===== config.mk =====
export PLATFORM = sky130hd
export DESIGN_NAME = nrd_top
export DESIGN_NICKNAME = d
export VERILOG_FILES = /design/src/rtl/nrd_pkg.sv /design/src/rtl/nrd_top.sv
export SDC_FILE = /design/constraint.sdc
export NUM_CORES = 1
export LEC_CHECK = 0
export ABC_AREA = 1
export BUFFER_PORTS_ARGS = -buffer_cell sky130_fd_sc_hd__buf_4
export CELL_PAD_IN_SITES_DETAIL_PLACEMENT = 1
export CELL_PAD_IN_SITES_GLOBAL_PLACEMENT = 2
export CORE_MARGIN = 4
export CORE_UTILIZATION = 34
export CTS_CLUSTER_DIAMETER = 60
export DETAILED_ROUTE_END_ITERATION = 10
export PLACE_DENSITY_LB_ADDON = 0.1
export SYNTH_ARGS = -nofsm -noshare
export SYNTH_HDL_FRONTEND = slang
export SYNTH_SLANG_ARGS = --single-unit

===== constraint.sdc =====
create_clock -name i_ref_clk -period 2.75 [get_ports i_ref_clk]
set_clock_uncertainty 0.2 [all_clocks]
set_input_delay 0.55 -clock i_ref_clk [delete_from_list [all_inputs] [get_ports i_ref_clk]]
set_output_delay 0.55 -clock i_ref_clk [all_outputs]
set_load 0.01 [all_outputs]

===== src/rtl/nrd_pkg.sv =====
// package for the nmi and reset distribution block
package nrd_pkg;
  localparam int unsigned NRD_NSRC = 7;
  localparam int unsigned NRD_AW = 8;
  localparam int unsigned NRD_DW = 32;
  // register offsets
  localparam logic [7:0] NRD_OFF_MNMI_FLAGS = 8'h00;
  localparam logic [7:0] NRD_OFF_MNMI_CLEAR = 8'h04;
  localparam logic [7:0] NRD_OFF_MNMI_FORCE = 8'h08;
  localparam logic [7:0] NRD_OFF_MNMI_WDOG = 8'h0C;
  localparam logic [7:0] NRD_OFF_CNMI_FLAGS = 8'h10;
  localparam logic [7:0] NRD_OFF_CNMI_CLEAR = 8'h14;
  localparam logic [7:0] NRD_OFF_CNMI_FORCE = 8'h18;
  localparam logic [7:0] NRD_OFF_CNMI_WDOG = 8'h1C;
  localparam logic [7:0] NRD_OFF_CTL_RESET_CONFIG = 8'h20;
  localparam logic [7:0] NRD_OFF_CTL_RESET_STATUS = 8'h24;
  localparam logic [7:0] NRD_OFF_PERIPH_SOFT_RESET = 8'h28;
  localparam logic [7:0] NRD_OFF_DEVICE_CONFIG = 8'h2C;
  localparam logic [7:0] NRD_OFF_MASTER_RESET_CAUSE = 8'h30;
  // master nmi source bits
  localparam int unsigned NRD_MSRC_CTL_WDOG = 0;
  localparam int unsigned NRD_MSRC_VECTOR = 1;
  localparam int unsigned NRD_MSRC_CLOCK = 2;
  localparam int unsigned NRD_MSRC_ABUS = 3;
  localparam int unsigned NRD_MSRC_EXTPIN = 4;
  localparam int unsigned NRD_MSRC_MST_ST = 5;
  localparam int unsigned NRD_MSRC_CTL_ST = 6;
  // control nmi source bits
  localparam int unsigned NRD_CSRC_CLOCK = 0;
  localparam int unsigned NRD_CSRC_ABUS = 1;
  localparam int unsigned NRD_CSRC_RAM = 2;
  localparam int unsigned NRD_CSRC_FLASH = 3;
  localparam int unsigned NRD_CSRC_VECTOR = 4;
  localparam int unsigned NRD_CSRC_CTL_ST = 5;
  localparam int unsigned NRD_CSRC_MST_ST = 6;
  // watchdog register bits
  localparam int unsigned NRD_WD_STOP_BIT = 0;
  localparam int unsigned NRD_WD_RUN_BIT = 0;
  localparam int unsigned NRD_WD_FIRED_BIT = 1;
  // control reset config bits
  localparam int unsigned NRD_CFG_SEL_CTL_RESET = 0;
  localparam int unsigned NRD_CFG_ANALOG_BUS_RESET = 1;
  localparam int unsigned NRD_CFG_PROPAGATE = 2;
  localparam logic [2:0] NRD_CFG_RESET = 3'h0;
  localparam int unsigned NRD_STS_CTL_IN_RESET = 0;
  // reset cause bits
  localparam int unsigned NRD_CAUSE_W = 6;
  localparam int unsigned NRD_CAUSE_EXT = 0;
  localparam int unsigned NRD_CAUSE_POR = 1;
  localparam int unsigned NRD_CAUSE_WD0 = 2;
  localparam int unsigned NRD_CAUSE_WD1 = 3;
  localparam int unsigned NRD_CAUSE_SW = 4;
  localparam int unsigned NRD_CAUSE_NMIWD = 5;
  localparam logic [5:0] NRD_CAUSE_RESET = 6'h02;
  // timing
  localparam int unsigned NRD_CLK_PERIOD_NS = 4;
  localparam int unsigned NRD_PIN_PULSE_NS = 32;
  localparam int unsigned NRD_PIN_PULSE_CYC =
    (NRD_PIN_PULSE_NS + NRD_CLK_PERIOD_NS - 1) / NRD_CLK_PERIOD_NS;
  localparam int unsigned NRD_NMI_WD_CYC = 65536;
  localparam int unsigned NRD_PULSE_W = 8;

  typedef struct packed {
    logic [7:0] addr;
    logic [31:0] wdata;
    logic wr;
    logic rd;
  } nrd_bus_s;

  typedef enum logic [2:0] {
    NRD_WD_IDLE = 3'b001,
    NRD_WD_RUN = 3'b010,
    NRD_WD_FIRE = 3'b100
  } nrd_wd_e;
endpackage : nrd_pkg


===== src/rtl/nrd_top.sv =====
// nmi units, nmi watchdogs and reset distribution
//
// Chosen here: the strobed register port and the register offsets.
module nrd_top #(
  parameter int unsigned NMI_WD_CYCLES = nrd_pkg::NRD_NMI_WD_CYC,
  parameter int unsigned N_PERIPH = 8
) (
  input wire logic i_ref_clk,
  input wire logic i_arst_n,
  input wire logic i_ce,
  input wire nrd_pkg::nrd_bus_s i_bus,
  output logic [31:0] o_rdata,
  input wire logic i_missing_clock_alarm,
  input wire logic i_analog_bus_error,
  input wire logic i_external_emergency_pin,
  input wire logic i_master_selftest_error,
  input wire logic i_control_selftest_error,
  input wire logic i_vector_fetch_error,
  input wire logic i_ram_uncorrectable_error,
  input wire logic i_flash_uncorrectable_error,
  input wire logic i_master_wdog0_timeout,
  input wire logic i_master_wdog1_timeout,
  input wire logic i_master_software_reset_n,
  input wire logic i_master_debugger_reset_n,
  input wire logic i_control_system_reset_n,
  input wire logic i_analog_power_on_reset_n,
  input wire logic i_main_reset_pin_n,
  output logic o_main_reset_pin_n,
  output logic o_main_reset_pin_oe,
  input wire logic i_analog_reset_pin_n,
  output logic o_analog_reset_pin_n,
  output logic o_analog_reset_pin_oe,
  output logic o_master_nmi_interrupt,
  output logic o_master_nmi_watchdog_event,
  output logic o_master_nmi_watchdog_reset,
  output logic o_control_nmi_interrupt,
  output logic o_control_nmi_watchdog_event,
  output logic o_control_nmi_watchdog_reset_n,
  output logic o_master_watchdog_reset_n,
  output logic o_master_system_reset_n,
  output logic o_master_cpu_reset_n,
  output logic [N_PERIPH-1:0] o_periph_reset_n,
  output logic o_control_cpu_reset_in_n,
  output logic o_analog_bus_reset,
  output logic o_analog_reset_n
);
  localparam int unsigned NS = nrd_pkg::NRD_NSRC;
  localparam int unsigned PW = nrd_pkg::NRD_PULSE_W;
  localparam logic [PW-1:0] PULSE = PW'(nrd_pkg::NRD_PIN_PULSE_CYC);
  localparam logic [31:0] WD_LOAD = 32'(NMI_WD_CYCLES);

  // set wins over clear
  function automatic logic [NS-1:0] flag_next(input logic [NS-1:0] cur,
      input logic [NS-1:0] src, input logic [NS-1:0] clr, input logic [NS-1:0] frc);
    flag_next = (cur & ~clr) | src | frc;
  endfunction : flag_next

  function automatic nrd_pkg::nrd_wd_e wd_next(input nrd_pkg::nrd_wd_e st,
      input logic evt, input logic stop, input logic last);
    case (st)
      nrd_pkg::NRD_WD_IDLE: wd_next = evt ? nrd_pkg::NRD_WD_RUN : nrd_pkg::NRD_WD_IDLE;
      nrd_pkg::NRD_WD_RUN: begin
        if (stop) begin
          wd_next = nrd_pkg::NRD_WD_IDLE;
        end else if (last) begin
          wd_next = nrd_pkg::NRD_WD_FIRE;
        end else begin
          wd_next = nrd_pkg::NRD_WD_RUN;
        end
      end
      default: wd_next = nrd_pkg::NRD_WD_IDLE;
    endcase
  endfunction : wd_next

  function automatic logic hit(input nrd_pkg::nrd_bus_s b, input logic [7:0] off);
    hit = (b.addr == off);
  endfunction : hit

  logic [NS-1:0] mflags_reg, mflags_next, msrc, mclr, mfrc;
  logic [NS-1:0] cflags_reg, cflags_next, csrc, cclr, cfrc;
  nrd_pkg::nrd_wd_e mwd_state_reg, cwd_state_reg;
  logic [31:0] mwd_cnt_reg, cwd_cnt_reg;
  logic mwd_fired_reg, cwd_fired_reg;
  logic m_evt, c_evt, m_stop, c_stop;
  logic [PW-1:0] pin_cnt_reg, ctl_cnt_reg;
  logic [2:0] cfg_reg;
  logic [N_PERIPH-1:0] peripheral_soft_reset_reg, dc_reg;
  logic [5:0] cause_reg, cause_set;
  logic pin_low, ext_low, swdbg, prop, wdog_comb, sysrst, ctlrst, anarst;

  // source mapping, self-test inputs from each core
  always_comb begin
    msrc = '0;
    msrc[nrd_pkg::NRD_MSRC_CTL_WDOG] = (ctl_cnt_reg != '0);
    msrc[nrd_pkg::NRD_MSRC_VECTOR] = i_vector_fetch_error;
    msrc[nrd_pkg::NRD_MSRC_CLOCK] = i_missing_clock_alarm;
    msrc[nrd_pkg::NRD_MSRC_ABUS] = i_analog_bus_error;
    msrc[nrd_pkg::NRD_MSRC_EXTPIN] = i_external_emergency_pin;
    msrc[nrd_pkg::NRD_MSRC_MST_ST] = i_master_selftest_error;
    msrc[nrd_pkg::NRD_MSRC_CTL_ST] = i_control_selftest_error;
    csrc = '0;
    csrc[nrd_pkg::NRD_CSRC_CLOCK] = i_missing_clock_alarm;
    csrc[nrd_pkg::NRD_CSRC_ABUS] = i_analog_bus_error;
    csrc[nrd_pkg::NRD_CSRC_RAM] = i_ram_uncorrectable_error;
    csrc[nrd_pkg::NRD_CSRC_FLASH] = i_flash_uncorrectable_error;
    csrc[nrd_pkg::NRD_CSRC_VECTOR] = i_vector_fetch_error;
    csrc[nrd_pkg::NRD_CSRC_CTL_ST] = i_control_selftest_error;
    csrc[nrd_pkg::NRD_CSRC_MST_ST] = i_master_selftest_error;
  end

  // write one acts, zero ignored
  always_comb begin
    mclr = (i_bus.wr && hit(i_bus, nrd_pkg::NRD_OFF_MNMI_CLEAR)) ? i_bus.wdata[NS-1:0] : '0;
    mfrc = (i_bus.wr && hit(i_bus, nrd_pkg::NRD_OFF_MNMI_FORCE)) ? i_bus.wdata[NS-1:0] : '0;
    cclr = (i_bus.wr && hit(i_bus, nrd_pkg::NRD_OFF_CNMI_CLEAR)) ? i_bus.wdata[NS-1:0] : '0;
    cfrc = (i_bus.wr && hit(i_bus, nrd_pkg::NRD_OFF_CNMI_FORCE)) ? i_bus.wdata[NS-1:0] : '0;
    m_stop = i_bus.wr && hit(i_bus, nrd_pkg::NRD_OFF_MNMI_WDOG)
      && i_bus.wdata[nrd_pkg::NRD_WD_STOP_BIT];
    c_stop = i_bus.wr && hit(i_bus, nrd_pkg::NRD_OFF_CNMI_WDOG)
      && i_bus.wdata[nrd_pkg::NRD_WD_STOP_BIT];
    mflags_next = flag_next(mflags_reg, msrc, mclr, mfrc);
    cflags_next = flag_next(cflags_reg, csrc, cclr, cfrc);
    m_evt = (mflags_reg == '0) && (mflags_next != '0);
    c_evt = (cflags_reg == '0) && (cflags_next != '0);
  end

  // nmi flags and interrupt lines
  always_ff @(posedge i_ref_clk or negedge i_arst_n) begin
    if (!i_arst_n) begin
      mflags_reg <= '0;
      cflags_reg <= '0;
      o_master_nmi_interrupt <= 1'b0;
      o_control_nmi_interrupt <= 1'b0;
      o_master_nmi_watchdog_event <= 1'b0;
      o_control_nmi_watchdog_event <= 1'b0;
    end else if (i_ce) begin
      mflags_reg <= mflags_next;
      cflags_reg <= cflags_next;
      o_master_nmi_interrupt <= |mflags_next;
      o_control_nmi_interrupt <= |cflags_next;
      o_master_nmi_watchdog_event <= m_evt;
      o_control_nmi_watchdog_event <= c_evt;
    end
  end

  // master nmi watchdog
  always_ff @(posedge i_ref_clk or negedge i_arst_n) begin
    if (!i_arst_n) begin
      mwd_state_reg <= nrd_pkg::NRD_WD_IDLE;
      mwd_cnt_reg <= '0;
      mwd_fired_reg <= 1'b0;
    end else if (i_ce) begin
      mwd_state_reg <= wd_next(mwd_state_reg, m_evt, m_stop, mwd_cnt_reg == 32'h1);
      if (mwd_state_reg == nrd_pkg::NRD_WD_IDLE && m_evt) begin
        mwd_cnt_reg <= WD_LOAD;
      end else if (mwd_state_reg == nrd_pkg::NRD_WD_RUN && mwd_cnt_reg != '0) begin
        mwd_cnt_reg <= mwd_cnt_reg - 32'h1;
      end
      if (mwd_state_reg == nrd_pkg::NRD_WD_FIRE) begin
        mwd_fired_reg <= 1'b1;
      end
    end
  end

  // control nmi watchdog
  always_ff @(posedge i_ref_clk or negedge i_arst_n) begin
    if (!i_arst_n) begin
      cwd_state_reg <= nrd_pkg::NRD_WD_IDLE;
      cwd_cnt_reg <= '0;
      cwd_fired_reg <= 1'b0;
    end else if (i_ce) begin
      cwd_state_reg <= wd_next(cwd_state_reg, c_evt, c_stop, cwd_cnt_reg == 32'h1);
      if (cwd_state_reg == nrd_pkg::NRD_WD_IDLE && c_evt) begin
        cwd_cnt_reg <= WD_LOAD;
      end else if (cwd_state_reg == nrd_pkg::NRD_WD_RUN && cwd_cnt_reg != '0) begin
        cwd_cnt_reg <= cwd_cnt_reg - 32'h1;
      end
      if (cwd_state_reg == nrd_pkg::NRD_WD_FIRE) begin
        cwd_fired_reg <= 1'b1;
      end
    end
  end

  // pin pulse after por and on watchdog timeouts; control watchdog reset stretch
  always_ff @(posedge i_ref_clk or negedge i_arst_n) begin
    if (!i_arst_n) begin
      pin_cnt_reg <= PULSE;
      ctl_cnt_reg <= '0;
    end else if (i_ce) begin
      if (wdog_comb) begin
        pin_cnt_reg <= PULSE;
      end else if (pin_cnt_reg != '0) begin
        pin_cnt_reg <= pin_cnt_reg - PW'(1);
      end
      if (cwd_state_reg == nrd_pkg::NRD_WD_FIRE) begin
        ctl_cnt_reg <= PULSE;
      end else if (ctl_cnt_reg != '0) begin
        ctl_cnt_reg <= ctl_cnt_reg - PW'(1);
      end
    end
  end

  // reset combination
  always_comb begin
    wdog_comb = i_master_wdog0_timeout || i_master_wdog1_timeout
      || (mwd_state_reg == nrd_pkg::NRD_WD_FIRE);
    pin_low = !i_main_reset_pin_n || (pin_cnt_reg != '0);
    ext_low = !i_main_reset_pin_n && (pin_cnt_reg == '0);
    swdbg = !i_master_software_reset_n || !i_master_debugger_reset_n;
    prop = cfg_reg[nrd_pkg::NRD_CFG_PROPAGATE] && swdbg;
    sysrst = pin_low || wdog_comb || swdbg;
    ctlrst = pin_low || (ctl_cnt_reg != '0) || prop
      || cfg_reg[nrd_pkg::NRD_CFG_SEL_CTL_RESET];
    anarst = pin_low || prop || !i_analog_reset_pin_n
      || cfg_reg[nrd_pkg::NRD_CFG_ANALOG_BUS_RESET];
    cause_set = '0;
    cause_set[nrd_pkg::NRD_CAUSE_EXT] = ext_low;
    cause_set[nrd_pkg::NRD_CAUSE_WD0] = i_master_wdog0_timeout;
    cause_set[nrd_pkg::NRD_CAUSE_WD1] = i_master_wdog1_timeout;
    cause_set[nrd_pkg::NRD_CAUSE_SW] = swdbg;
    cause_set[nrd_pkg::NRD_CAUSE_NMIWD] = (mwd_state_reg == nrd_pkg::NRD_WD_FIRE);
  end

  // registered reset outputs, asserted from por except watchdog resets and pin enables
  always_ff @(posedge i_ref_clk or negedge i_arst_n) begin
    if (!i_arst_n) begin
      o_main_reset_pin_oe <= 1'b0;
      o_analog_reset_pin_oe <= 1'b0;
      o_master_nmi_watchdog_reset <= 1'b0;
      o_control_nmi_watchdog_reset_n <= 1'b1;
      o_master_watchdog_reset_n <= 1'b1;
      o_master_system_reset_n <= 1'b0;
      o_master_cpu_reset_n <= 1'b0;
      o_periph_reset_n <= '0;
      o_control_cpu_reset_in_n <= 1'b0;
      o_analog_bus_reset <= 1'b1;
      o_analog_reset_n <= 1'b0;
    end else if (i_ce) begin
      o_main_reset_pin_oe <= wdog_comb || (pin_cnt_reg > PW'(1));
      o_analog_reset_pin_oe <= !i_analog_power_on_reset_n;
      o_master_nmi_watchdog_reset <= (mwd_state_reg == nrd_pkg::NRD_WD_FIRE);
      o_control_nmi_watchdog_reset_n <= !((cwd_state_reg == nrd_pkg::NRD_WD_FIRE)
        || (ctl_cnt_reg > PW'(1)));
      o_master_watchdog_reset_n <= !wdog_comb;
      o_master_system_reset_n <= !sysrst;
      o_master_cpu_reset_n <= !sysrst;
      o_periph_reset_n <= ~(peripheral_soft_reset_reg & dc_reg) & {N_PERIPH{!sysrst}};
      o_control_cpu_reset_in_n <= !ctlrst;
      o_analog_bus_reset <= cfg_reg[nrd_pkg::NRD_CFG_ANALOG_BUS_RESET];
      o_analog_reset_n <= !anarst;
    end
  end
  assign o_main_reset_pin_n = 1'b0;
  assign o_analog_reset_pin_n = 1'b0;

  // software registers
  always_ff @(posedge i_ref_clk or negedge i_arst_n) begin
    if (!i_arst_n) begin
      cfg_reg <= nrd_pkg::NRD_CFG_RESET;
      peripheral_soft_reset_reg <= '0;
      dc_reg <= '0;
      cause_reg <= nrd_pkg::NRD_CAUSE_RESET;
    end else if (i_ce) begin
      if (i_bus.wr && hit(i_bus, nrd_pkg::NRD_OFF_CTL_RESET_CONFIG)) begin
        cfg_reg <= i_bus.wdata[2:0];
      end
      if (i_bus.wr && hit(i_bus, nrd_pkg::NRD_OFF_PERIPH_SOFT_RESET)) begin
        peripheral_soft_reset_reg <= i_bus.wdata[N_PERIPH-1:0];
      end
      if (i_bus.wr && hit(i_bus, nrd_pkg::NRD_OFF_DEVICE_CONFIG)) begin
        dc_reg <= i_bus.wdata[N_PERIPH-1:0];
      end
      if (i_bus.wr && hit(i_bus, nrd_pkg::NRD_OFF_MASTER_RESET_CAUSE)) begin
        cause_reg <= (cause_reg & ~i_bus.wdata[5:0]) | cause_set;
      end else begin
        cause_reg <= cause_reg | cause_set;
      end
    end
  end

  // read data, one cycle after the strobe
  always_ff @(posedge i_ref_clk or negedge i_arst_n) begin
    if (!i_arst_n) begin
      o_rdata <= '0;
    end else if (i_ce) begin
      o_rdata <= '0;
      if (i_bus.rd) begin
        if (hit(i_bus, nrd_pkg::NRD_OFF_MNMI_FLAGS)) begin
          o_rdata <= 32'(mflags_reg);
        end else if (hit(i_bus, nrd_pkg::NRD_OFF_CNMI_FLAGS)) begin
          o_rdata <= 32'(cflags_reg);
        end else if (hit(i_bus, nrd_pkg::NRD_OFF_MNMI_WDOG)) begin
          o_rdata <= 32'({mwd_fired_reg, mwd_state_reg == nrd_pkg::NRD_WD_RUN});
        end else if (hit(i_bus, nrd_pkg::NRD_OFF_CNMI_WDOG)) begin
          o_rdata <= 32'({cwd_fired_reg, cwd_state_reg == nrd_pkg::NRD_WD_RUN});
        end else if (hit(i_bus, nrd_pkg::NRD_OFF_CTL_RESET_CONFIG)) begin
          o_rdata <= 32'(cfg_reg);
        end else if (hit(i_bus, nrd_pkg::NRD_OFF_CTL_RESET_STATUS)) begin
          o_rdata <= 32'(!i_control_system_reset_n);
        end else if (hit(i_bus, nrd_pkg::NRD_OFF_PERIPH_SOFT_RESET)) begin
          o_rdata <= 32'(peripheral_soft_reset_reg);
        end else if (hit(i_bus, nrd_pkg::NRD_OFF_DEVICE_CONFIG)) begin
          o_rdata <= 32'(dc_reg);
        end else if (hit(i_bus, nrd_pkg::NRD_OFF_MASTER_RESET_CAUSE)) begin
          o_rdata <= 32'(cause_reg);
        end
      end
    end
  end
endmodule : nrd_top


After elaboration in Yosys (flattened, before gate mapping)
Cells that the tools add are included.

word-level totals
  bits in registers = 180
  input bits = 61
  output and inout bits = 56
  logic and storage cells = 171

operators by class
  $add $sub $neg = 4
  $lt $le $gt $ge = 2
  equality and inequality tests = 20
  multiplexer cells = 31
  bitwise operators = 15
  reduce and logical (&&, ||, !) cells = 70

operator list
  operator                                                                 number
  32-bit two-way mux                                                       4
  8-bit two-way mux                                                        13
  32-bit by 1-bit equality test with 1-bit output (second input constant)  2
  32-bit nonzero test                                                      2
  32-bit by 1-bit subtractor with 32-bit output (second input constant)    2
  8-bit by 6-bit equality test with 1-bit output (second input constant)   5
  8-bit by 5-bit equality test with 1-bit output (second input constant)   4
  7-bit two-way mux                                                        4
  7-bit OR                                                                 4
  1-bit logical AND                                                        20
  2-bit AND reduction                                                      9
  8-bit AND                                                                2
  8-bit by 4-bit equality test with 1-bit output (second input constant)   2
  8-bit by 1-bit > comparator with 1-bit output (second input constant)    2
  8-bit zero test                                                          2
  8-bit nonzero test                                                       2
  8-bit by 1-bit subtractor with 8-bit output (second input constant)      2
  7-bit AND                                                                2
  7-bit zero test                                                          2
  1-bit logical OR                                                         14
  7-bit NOT                                                                2
  7-bit nonzero test                                                       2
  7-bit OR reduction                                                       2
  3-bit two-way mux                                                        4
  13 further kinds                                                         33

Longest topological paths before layout
Gate-level depths: netlist (run 1).

  depth after elaboration = 12
  mapped depth = 14
  depth with buffers taken out = 14

Least setup slack after synthesis (run 1)
No wires, ideal clock.

  path kind = input to register
  from = input port i_bus[41] (netlist name)
  to = register mwd_cnt_reg[28]
  library setup time = 117 ps
  arrival time = 1832 ps
  data required time = 2433 ps
  setup slack = 601 ps
  stages = 13
  path buffers = 1
  cells stage by stage = nor2_4 > nand2_2 > nor2_4 > nand2_2 > o21ai_1 > nor2_1 > nand2_1 > nor2_1 > nand2_2 > nand4_4 > buf_6 > nand3_2 > nand2_1

between the ends
  cells in the longest elaborated chain, start to end = 12
  elaborated cells between the ends (all ways) = 16
  classes of those cells = eq/ne: 2; mux: 3; bitwise: 4; reduce/logical: 7

RTL lines
  item                                            RTL line        text
  from (decl)                                     nrd_top.sv:11   input wire nrd_pkg::nrd_bus_s i_bus,
  8-bit by 3-bit equality test with 1-bit output  nrd_top.sv:76   hit = (b.addr == off);
  1-bit logical AND                               nrd_top.sv:113  mclr = (i_bus.wr && hit(i_bus, nrd_pkg::NRD_OFF_MNMI_CLEAR)) ? i_bus.wdata[NS-1:0] : '0;
  7-bit two-way mux                               nrd_top.sv:113
  7-bit NOT                                       nrd_top.sv:55   flag_next = (cur & ~clr) | src | frc;
  7-bit AND                                       nrd_top.sv:55
  7-bit OR                                        nrd_top.sv:55
  7-bit OR *                                      nrd_top.sv:55
  7-bit nonzero test *                            nrd_top.sv:123  m_evt = (mflags_reg == '0) && (mflags_next != '0);
  1-bit logical AND *                             nrd_top.sv:123
  1-bit logical AND *                             nrd_top.sv:154  if (mwd_state_reg == nrd_pkg::NRD_WD_IDLE && m_evt) begin
  2-bit nonzero test (no line)                    --
  2-bit AND reduction (no line)                   --
  to (signal assigned)                            nrd_top.sv:157  mwd_cnt_reg <= mwd_cnt_reg - 32'h1;
  to (decl)                                       nrd_top.sv:82   logic [31:0] mwd_cnt_reg, cwd_cnt_reg;

Mark *: on every way between the ends. The rest lies on a longest branch, timed or not.
A chain may end at the register's enable or synchronous reset.

Final worst setup path (run 1)
  from = register mwd_cnt_reg[0]
  to = register mwd_cnt_reg[9]

between the ends
  cells in the longest elaborated chain, start to end = 4
  elaborated cells between the ends (all ways) = 7
  classes of those cells = add/sub: 1; mux: 2; reduce/logical: 4

RTL lines
  item
  branches (longest 4 deep; another with 32-bit by 1-bit subtractor with 32-bit output)

Parallel ways; which one is timed is not known. The select of a mux whose other input is x is not followed.

==> metrics.csv, run 1 <==
metric,value,unit
final_cells,1741,
ys.warnings.count,0,
fin_hold_ws,0.106,ns
area_growth,17.5,%
status,"finished, final reports clean",
die-area,30800,um2
grtUsageTotal,19.4,%
grt_pass1_wl,48100,um
grt_overflow,0,
cts_buffers,17,
core_area,27700,um2
gp_congestion,0.818,
tightest_slew,0.647,ns
clockBufferDepth,2,
ctsResizeCount,0,
finalSetupViolCount,0,
final_nets,1420,
drc_errors,0,
start_util,34.4,%
postSynthAreaPerCell,7.56,um2
grt_max_degree,63,
viasPerCell,4.88,
postCtsSetupBuffers,0,
die_w,175,um
fmax,0.409,GHz
timing.final.crit_share,89.0,%
htreeDepth,4,
ys.flop_type,dfrtp_1,
crit_path_cell_trace,"inv_1, ha_1, nand2_1, nor2_4, nand3_1, nor2_1, nand2_1, nand2_2, inv_1, nand3_1, xor2_1, inv_1, nand2_1, inv_1",
worstPathArrival,2.58,ns
ir_drop,335,uV
cts_hold_buffers,1,
dpl.hpwl,21800,um
maxCapViolCount,0,
final_cell_mix,"nand2_1, inv_1, dfrtp_1, nor2_1, buf_4",
clk_pin_slew_worst_paths,0.08,ns
rsz0062_at_grt,no,
leakage,6.03,nW
yosysSeqAreaShare,41.1,%
wl,29200,um
crit_top_cell,inv_1,
pre_cts_slack,0.0159,ns
first_pass_iters,5,
hold_violations,0,
nFillCells,3478,
synthCells,1259,
ys_types,49,
multi_input_area,4690,um2
p_total,5.89,mW
dp.cells,1708,
synth-edff-count,0,
power_density,527,nW/um2
start_kind,flop,
cp_max_fo,11,
maxSlewViolCount,0,
synth_area,9520,um2
worst_setup_path_end_kind,flop,
critPathLaunch,mwd_cnt_reg[0],
ios,117,
via_count,8493,
critPathSlowestCell,dfrtp_1,
cts_tree,yes,
grt_pass1_vias,8893,
synthArstFlopShare,100,%
rows,61,
initialDrtViolationCount,364,
min_path_type,input pin to flop,
critical-path-max-stage-delay,0.42,ns
synth_area_leaders,"dfrtp_1, nand2_1, inv_1",
avgRoutedWirePerCell,16.7,um
root_buffer,clkbuf_16,
cts_sinks,156,
fin_crit,2.45,ns
synth_top_cell_by_area,dfrtp_1,
synthDominantCellAreaShare,39.1,%
max-slew-margin-rel,56.5,%
diodes,0,
die_y,175,um
worstPathRequired,2.89,ns
critPathKind,flop to flop,
final.setup.worst_slack,0.304,ns
timing.rr.start,mwd_cnt_reg[0],
port-buffer-count,66,
setup_tns,0,ns
antenna_found_initial,0,
seq_area,3910,um2
layout-drive-gt1-share,15.7,%
synth-seq-cells,156,
hp-start,i_main_reset_pin_n,
ant_nets,0,
clk_latency,0.43,ns
layout_commonest_cell,nand2_1,
## worst paths after layout
path,to,slack (ns),cells past startpoint
setup / recovery,mwd_cnt_reg[9],0.30,14
hold / removal,cause_reg[0],0.11,2
setup reg to reg,mwd_cnt_reg[9],0.30,14
hold reg to reg,cause_reg[1],0.27,2
max in group asynchronous,mwd_cnt_reg[30],1.20,3
min in group asynchronous,pin_cnt_reg[4],0.44,2
## stage by stage
stage	area (um2)	utilization (%)
3_5_place_dp	10600	38.2
3_3_place_gp	10600	38.2
5_1_grt	11200	40.4
4_1_cts	11200	40.4
2_1_floorplan	9620	-
6_report	11200	40.4
## critical path, delay by kind of cell, from the launching register on
| kind | cells | cell delay, ns |
|---|---|---|
| buffers and inverters | 4 | 0.31 |
| flip-flops | 1 | 0.42 |
| AND/OR/NAND/NOR | 8 | 1.02 |
| adder cells (fa/ha/maj) | 1 | 0.22 |
| XOR/XNOR | 1 | 0.15 |
## synth_stat cells, drive strengths merged (2+ instances only)
master / number
nor2: 147
nor4: 10
xor2: 38
nand2: 305
ha: 9
buf: 50
o22ai: 2
a31oi: 3
o41ai: 2
o21bai: 2
a22o: 4
dfstp: 7
a32o: 3
clkbuf: 14
nor3: 27
nand4: 71
xnor2: 15
nand3: 114
o21ai: 71
nor3b: 2
a21oi: 32
dfrtp: 149
o31ai: 3
or2: 14
inv: 156
## layout make-up
cell class / instances / area share [%]
Clock buffer: 17 / 3.80
Clock inverter: 15 / 1.55
Inverter: 156 / 5.23
Multi-Input combinational cell: 908 / 41.9
Sequential cell: 156 / 35.0
Tap cell: 378 / 4.23
Timing Repair Buffer: 111 / 8.28
## power by group
part           internal, mW  switching, mW  leakage, nW  total, mW
Clock                  1.38           1.12        0.294       2.50
Combinational         0.304          0.548         3.70      0.852
Sequential             2.43          0.106         2.04       2.54
Total                  4.11           1.78         6.03       5.89
## per-layer routing
layer / global-route usage (%) / up-vias / wire (um)
li1: - / 4233 / -
met1: 26.3 / 4130 / 13800
met2: 32.9 / 103 / 14300
met3: 2.54 / 27 / 741
met4: 4.75 / 0 / 355
met5: 0 / - / 0
## kinds of logic after synthesis
family	share of synthesized area (%)
other cells	0.0394
flops	41.1
xor+xnor	4.87
fa+ha+maj	1.18
compound gates	7.65
simple gates	34.4
buf+inv	10.7
(Power assumes the default switching activity.)
==> inputs of run 2 (changes only) <==
--- a/config.mk
+++ b/config.mk
@@ -14,4 +14,5 @@
 export CTS_CLUSTER_DIAMETER = 60
 export DETAILED_ROUTE_END_ITERATION = 10
+export HOLD_SLACK_MARGIN = 0.05
 export PLACE_DENSITY_LB_ADDON = 0.1
 export SYNTH_ARGS = -nofsm -noshare
==> constraint.sdc (replaced) <==
create_clock -name i_ref_clk -period 2.75 [get_ports i_ref_clk]
set_clock_uncertainty 0.2 [all_clocks]
set_input_delay 0.1375 -clock i_ref_clk [delete_from_list [all_inputs] [get_ports i_ref_clk]]
set_output_delay 0.1375 -clock i_ref_clk [all_outputs]
set_load 0.01 [all_outputs]
==> metrics.csv, run 2 (synthesis results as in run 1) <==
metric,value,unit
status,"finished, final reports clean",
rows,61,
first_pass_iters,4,
power_density,508,nW/um2
final_cells,1773,
place_area,10500,um2
max-slew-margin-rel,56.7,%
maxCapViolCount,0,
diodes,0,
r2r_cells,13,
fin_area,11500,um2
wl,29400,um
min_path_type,input pin to async pin,
layout_commonest_cell,nand2_1,
grt_pass1_wl,49200,um
grt_max_degree,65,
timing.final.crit_share,92.7,%
dp.cells,1700,
root_buffer,clkbuf_16,
clk_latency,0.44,ns
setup_tns,0,ns
cts_tree,yes,
via_count,8627,
worst_setup_path_end_kind,flop,
die-area,30800,um2
htreeDepth,4,
timing.rr.start,mwd_cnt_reg[3],
postCtsSetupBuffers,0,
die_w,175,um
grt_pass1_vias,9142,
viasPerCell,4.87,
final_nets,1452,
hold_violations,0,
ios,117,
r2r_end,mwd_cnt_reg[7],
critPathKind,input pin to flop,
grtUsageTotal,19.6,%
worstPathArrival,2.67,ns
die_y,175,um
rsz0062_at_grt,no,
antenna_found_initial,0,
final_cell_mix,"nand2_1, inv_1, dfrtp_1, nor2_1, nand3_1",
maxSlewViolCount,0,
cp_max_fo,18,
regToRegSetupSlack,0.21,ns
finalSetupViolCount,0,
initialDrtViolationCount,315,
drc_errors,0,
cts_buffers,17,
grt_overflow,0,
start_util,34.4,%
clk_pin_slew_worst_paths,0.08,ns
gp_congestion,0.805,
area_growth,20.6,%
ant_nets,0,
cts_sinks,156,
layout-drive-gt1-share,14.8,%
fmax,0.392,GHz
dpl.hpwl,21500,um
final.setup.worst_slack,0.202,ns
port-buffer-count,66,
clockBufferDepth,2,
start_kind,input pin,
avgRoutedWirePerCell,16.6,um
pre_cts_slack,0.270,ns
tightest_slew,0.645,ns
core_area,27700,um2
worstPathRequired,2.87,ns
ir_drop,277,uV
fin_crit,2.55,ns
leakage,6.13,nW
[run 2: cell count changes in the layout (fill, tap and decap cells not counted), sizes merged]
cell	change
buf	-8
bufinv	-2
clkinv	+4
clkinvlp	+1
dlygate4sd3	+40
inv	-3
[run 2: worst max-delay path, stage by stage]
cell           delay (ns)
buf_4                0.12
nor2_4               0.19
dlygate4sd3_1        0.62
nand2_2              0.12
nor2_4               0.14
nand2_2              0.11
o21ai_1              0.14
nor2_1               0.07
nand2_1              0.07
nor2_1               0.05
nand2_2              0.12
nand4_4              0.35
buf_4                0.30
nand3_1              0.07
nand2_1              0.05
[run 2: how the worst max path moves through the flow]
stage | from | end
2_1_floorplan | pin_cnt_reg[0] | pin_cnt_reg[7]
3_3_place_gp | mwd_cnt_reg[0] | mwd_cnt_reg[9]
3_5_place_dp | mwd_cnt_reg[3] | mwd_cnt_reg[7]
4_1_cts | i_bus[5] | cwd_cnt_reg[16]
5_1_grt | cwd_cnt_reg[13] | cwd_cnt_reg[7]
6_report | i_bus[41] | mwd_cnt_reg[26]
[run 2: layer usage]
metal / GRT usage [%] / wire [um] / vias to the layer above
li1: - / - / 4314
met5: 0 / 0 / -
met1: 26.7 / 14000 / 4190
met2: 34.1 / 14400 / 105
met4: 3.96 / 231 / 0
met3: 2.15 / 720 / 18
[run 2: power breakdown]
part	total (mW)	internal [mW]	switching (mW)	leakage (nW)
combinational	0.897	0.340	0.557	3.80
sequential	2.54	2.43	0.105	2.04
clock	2.40	1.23	1.17	0.285
total	5.83	4.00	1.83	6.13
[run 2: metrics by stage]
| step | hold WS (ns) | utilization [%] | power [mW] |
|---|---|---|---|
| 6_report | 0.0631 | 41.4 | 5.83 |
| 5_1_grt | 0.0883 | 41.4 | 6.18 |
| 4_1_cts | 0.0639 | 41.4 | 5.93 |
| 3_3_place_gp | -0.00792 | 37.8 | 3.42 |
| 3_5_place_dp | -0.00494 | 37.8 | 3.44 |
| 2_1_floorplan | -0.358 | - | 3.12 |
[run 2: final cells by class]
type | instances | area, um2
multi-input combinational | 908 | 4690
clock buffer | 17 | 425
fill | 3431 | 16200
tap | 378 | 473
sequential | 156 | 3910
clock inverter | 15 | 171
timing repair buffer | 143 | 1220
inverter | 156 | 586
[run 2: timing repair]
action,in CTS,in global routing
gates resized for setup,0,1
endpoints found under the setup margin,0,1
hold buffers,41,0
hold endpoints to repair,211,0
==> inputs of run 3 (changes only) <==
- BUFFER_PORTS_ARGS: -buffer_cell sky130_fd_sc_hd__buf_4 -> -buffer_cell sky130_fd_sc_hd__buf_2
==> metrics.csv, run 3 (synthesis results as in run 1) <==
metric,value,unit
cts_buffers,17,
seqPwrFrac,43.0,%
layout_commonest_cell,nand2_1,
met2_usage,33.1,%
wl,29900,um
dp.cells,1699,
rsz0062_at_grt,no,
die_w,175,um
port-buffer-count,66,
ios,117,
final_cell_mix,"nand2_1, inv_1, dfrtp_1, nor2_1, nand3_1",
area_growth,18.9,%
cts_tree,yes,
critPathKind,flop to flop,
status,"finished, final reports clean",
hold_violations,0,
avgRoutedWirePerCell,16.9,um
timing.rr.start,cwd_state_reg[0],
htreeDepth,4,
final.setup.worst_slack,0.225,ns
grt.met3_usage,2.17,%
top_usage_layer,met2,
ant_nets,0,
use_met1,26.9,%
die_y,175,um
min_path_type,input pin to async pin,
fin_crit,2.53,ns
initialDrtViolationCount,429,
postCtsSetupBuffers,0,
core_area,27700,um2
p_total,5.91,mW
pre_cts_slack,0.268,ns
layout-drive-gt1-share,14.9,%
ir_drop,298,uV
maxSlewViolCount,0,
final_cells,1769,
antenna_found_initial,0,
rows,61,
tightest_slew,1.15,ns
grtUsageTotal,19.5,%
clockBufferDepth,2,
viasPerCell,4.87,
clk_pin_slew_worst_paths,0.08,ns
worst_setup_path_end_kind,flop,
finalSetupViolCount,0,
maxCapViolCount,0,
leakage,6.12,nW
timing.final.crit_share,91.8,%
start_util,34.4,%
pwr-share-comb,14.8,%
diodes,0,
max-slew-margin-rel,22.9,%
worstPathArrival,2.63,ns
worstPathRequired,2.85,ns
grt_overflow,0,
swShare,30.3,%
final_nets,1448,
cp_max_fo,27,
p_clk_share,42.3,%
p_int,4.12,mW
setup_tns,0,ns
root_buffer,clkbuf_16,
drc_errors,0,
fmax,0.396,GHz
dpl.hpwl,21200,um
power_density,522,nW/um2
clk_latency,0.43,ns
nFillCells,3419,
p_sw,1.79,mW
grt_pass1_wl,48600,um
start_kind,flop,
fin_util,40.9,%
gp_congestion,0.817,
cts_sinks,156,
grt_max_degree,62,
grt_pass1_vias,8914,
die-area,30800,um2
critPathLaunch,cwd_state_reg[0],
via_count,8622,
first_pass_iters,4,
==> run 3: cell types whose count changed in the layout (fill, tap and decap cells not counted), sizes merged <==
cell | before | now
inv | 163 | 166
dlygate4sd3 | 41 | 37
nand4 | 71 | 72
clkinv | 6 | 3
bufinv | 0 | 2
buf | 102 | 101
clkinvlp | 2 | 0
==> run 3: power groups by stage <==
stage | Combinational [mW] | Sequential (mW) | Clock, mW
floorplan | 0.568 | 2.56 | 0
global placement | 0.825 | 2.58 | 0
detailed placement | 0.837 | 2.58 | 0
CTS | 0.883 | 2.54 | 2.57
global route | 1.01 | 2.56 | 2.67
finish | 0.873 | 2.54 | 2.50
==> run 3: worst paths after layout <==
check / endpoint / slack, ns / depth (start not counted)
min in group i_ref_clk: o_rdata[6] / 0.10 / 5
hold / removal: pin_cnt_reg[6] / 0.07 / 2
hold reg to reg: cause_reg[1] / 0.27 / 2
setup / recovery: cwd_cnt_reg[19] / 0.22 / 5
setup reg to reg: cwd_cnt_reg[19] / 0.22 / 5
max in group asynchronous: cwd_state_reg[0] / 1.50 / 3
==> run 3: metal layers <==
metal / wire length, um / share of wire (%) / vias up
met5: 0 / 0 / -
met4: 314 / 1.1 / 0
met3: 939 / 3.1 / 23
met2: 14400 / 48 / 133
met1: 14300 / 48 / 4155
li1: - / - / 4311
==> run 3: critical path, stage by stage (launching register included) <==
cell and delay, ns:
dfstp_2 0.54, inv_1 0.05, nor3_1 0.87, nand3_4 0.46, nand4_1 0.20, nand2_1 0.08
==> run 3: final cells by class <==
type	instances	area [um2]	area share, %
Clock buffer	17	425	3.76
Clock inverter	15	171	1.51
Inverter	156	586	5.17
Multi-Input combinational cell	909	4730	41.7
Sequential cell	156	3910	34.5
Tap cell	378	473	4.18
Timing Repair Buffer	138	1030	9.11
==> run 3: per-stage QoR <==
| stage | hold slack, ns | instance area, um2 |
|---|---|---|
| 2_1_floorplan | -0.358 | 9620 |
| 3_3_place_gp | -0.0145 | 10300 |
| 3_5_place_dp | -0.0119 | 10300 |
| 4_1_cts | 0.0833 | 11300 |
| 5_1_grt | 0.128 | 11300 |
| 6_report | 0.0719 | 11300 |
==> run 3: repair_timing <==
action	in CTS	in global routing
setup endpoints to repair	0	12
resized for setup	0	3
hold buffers	37	0
endpoints found under the hold margin	178	0
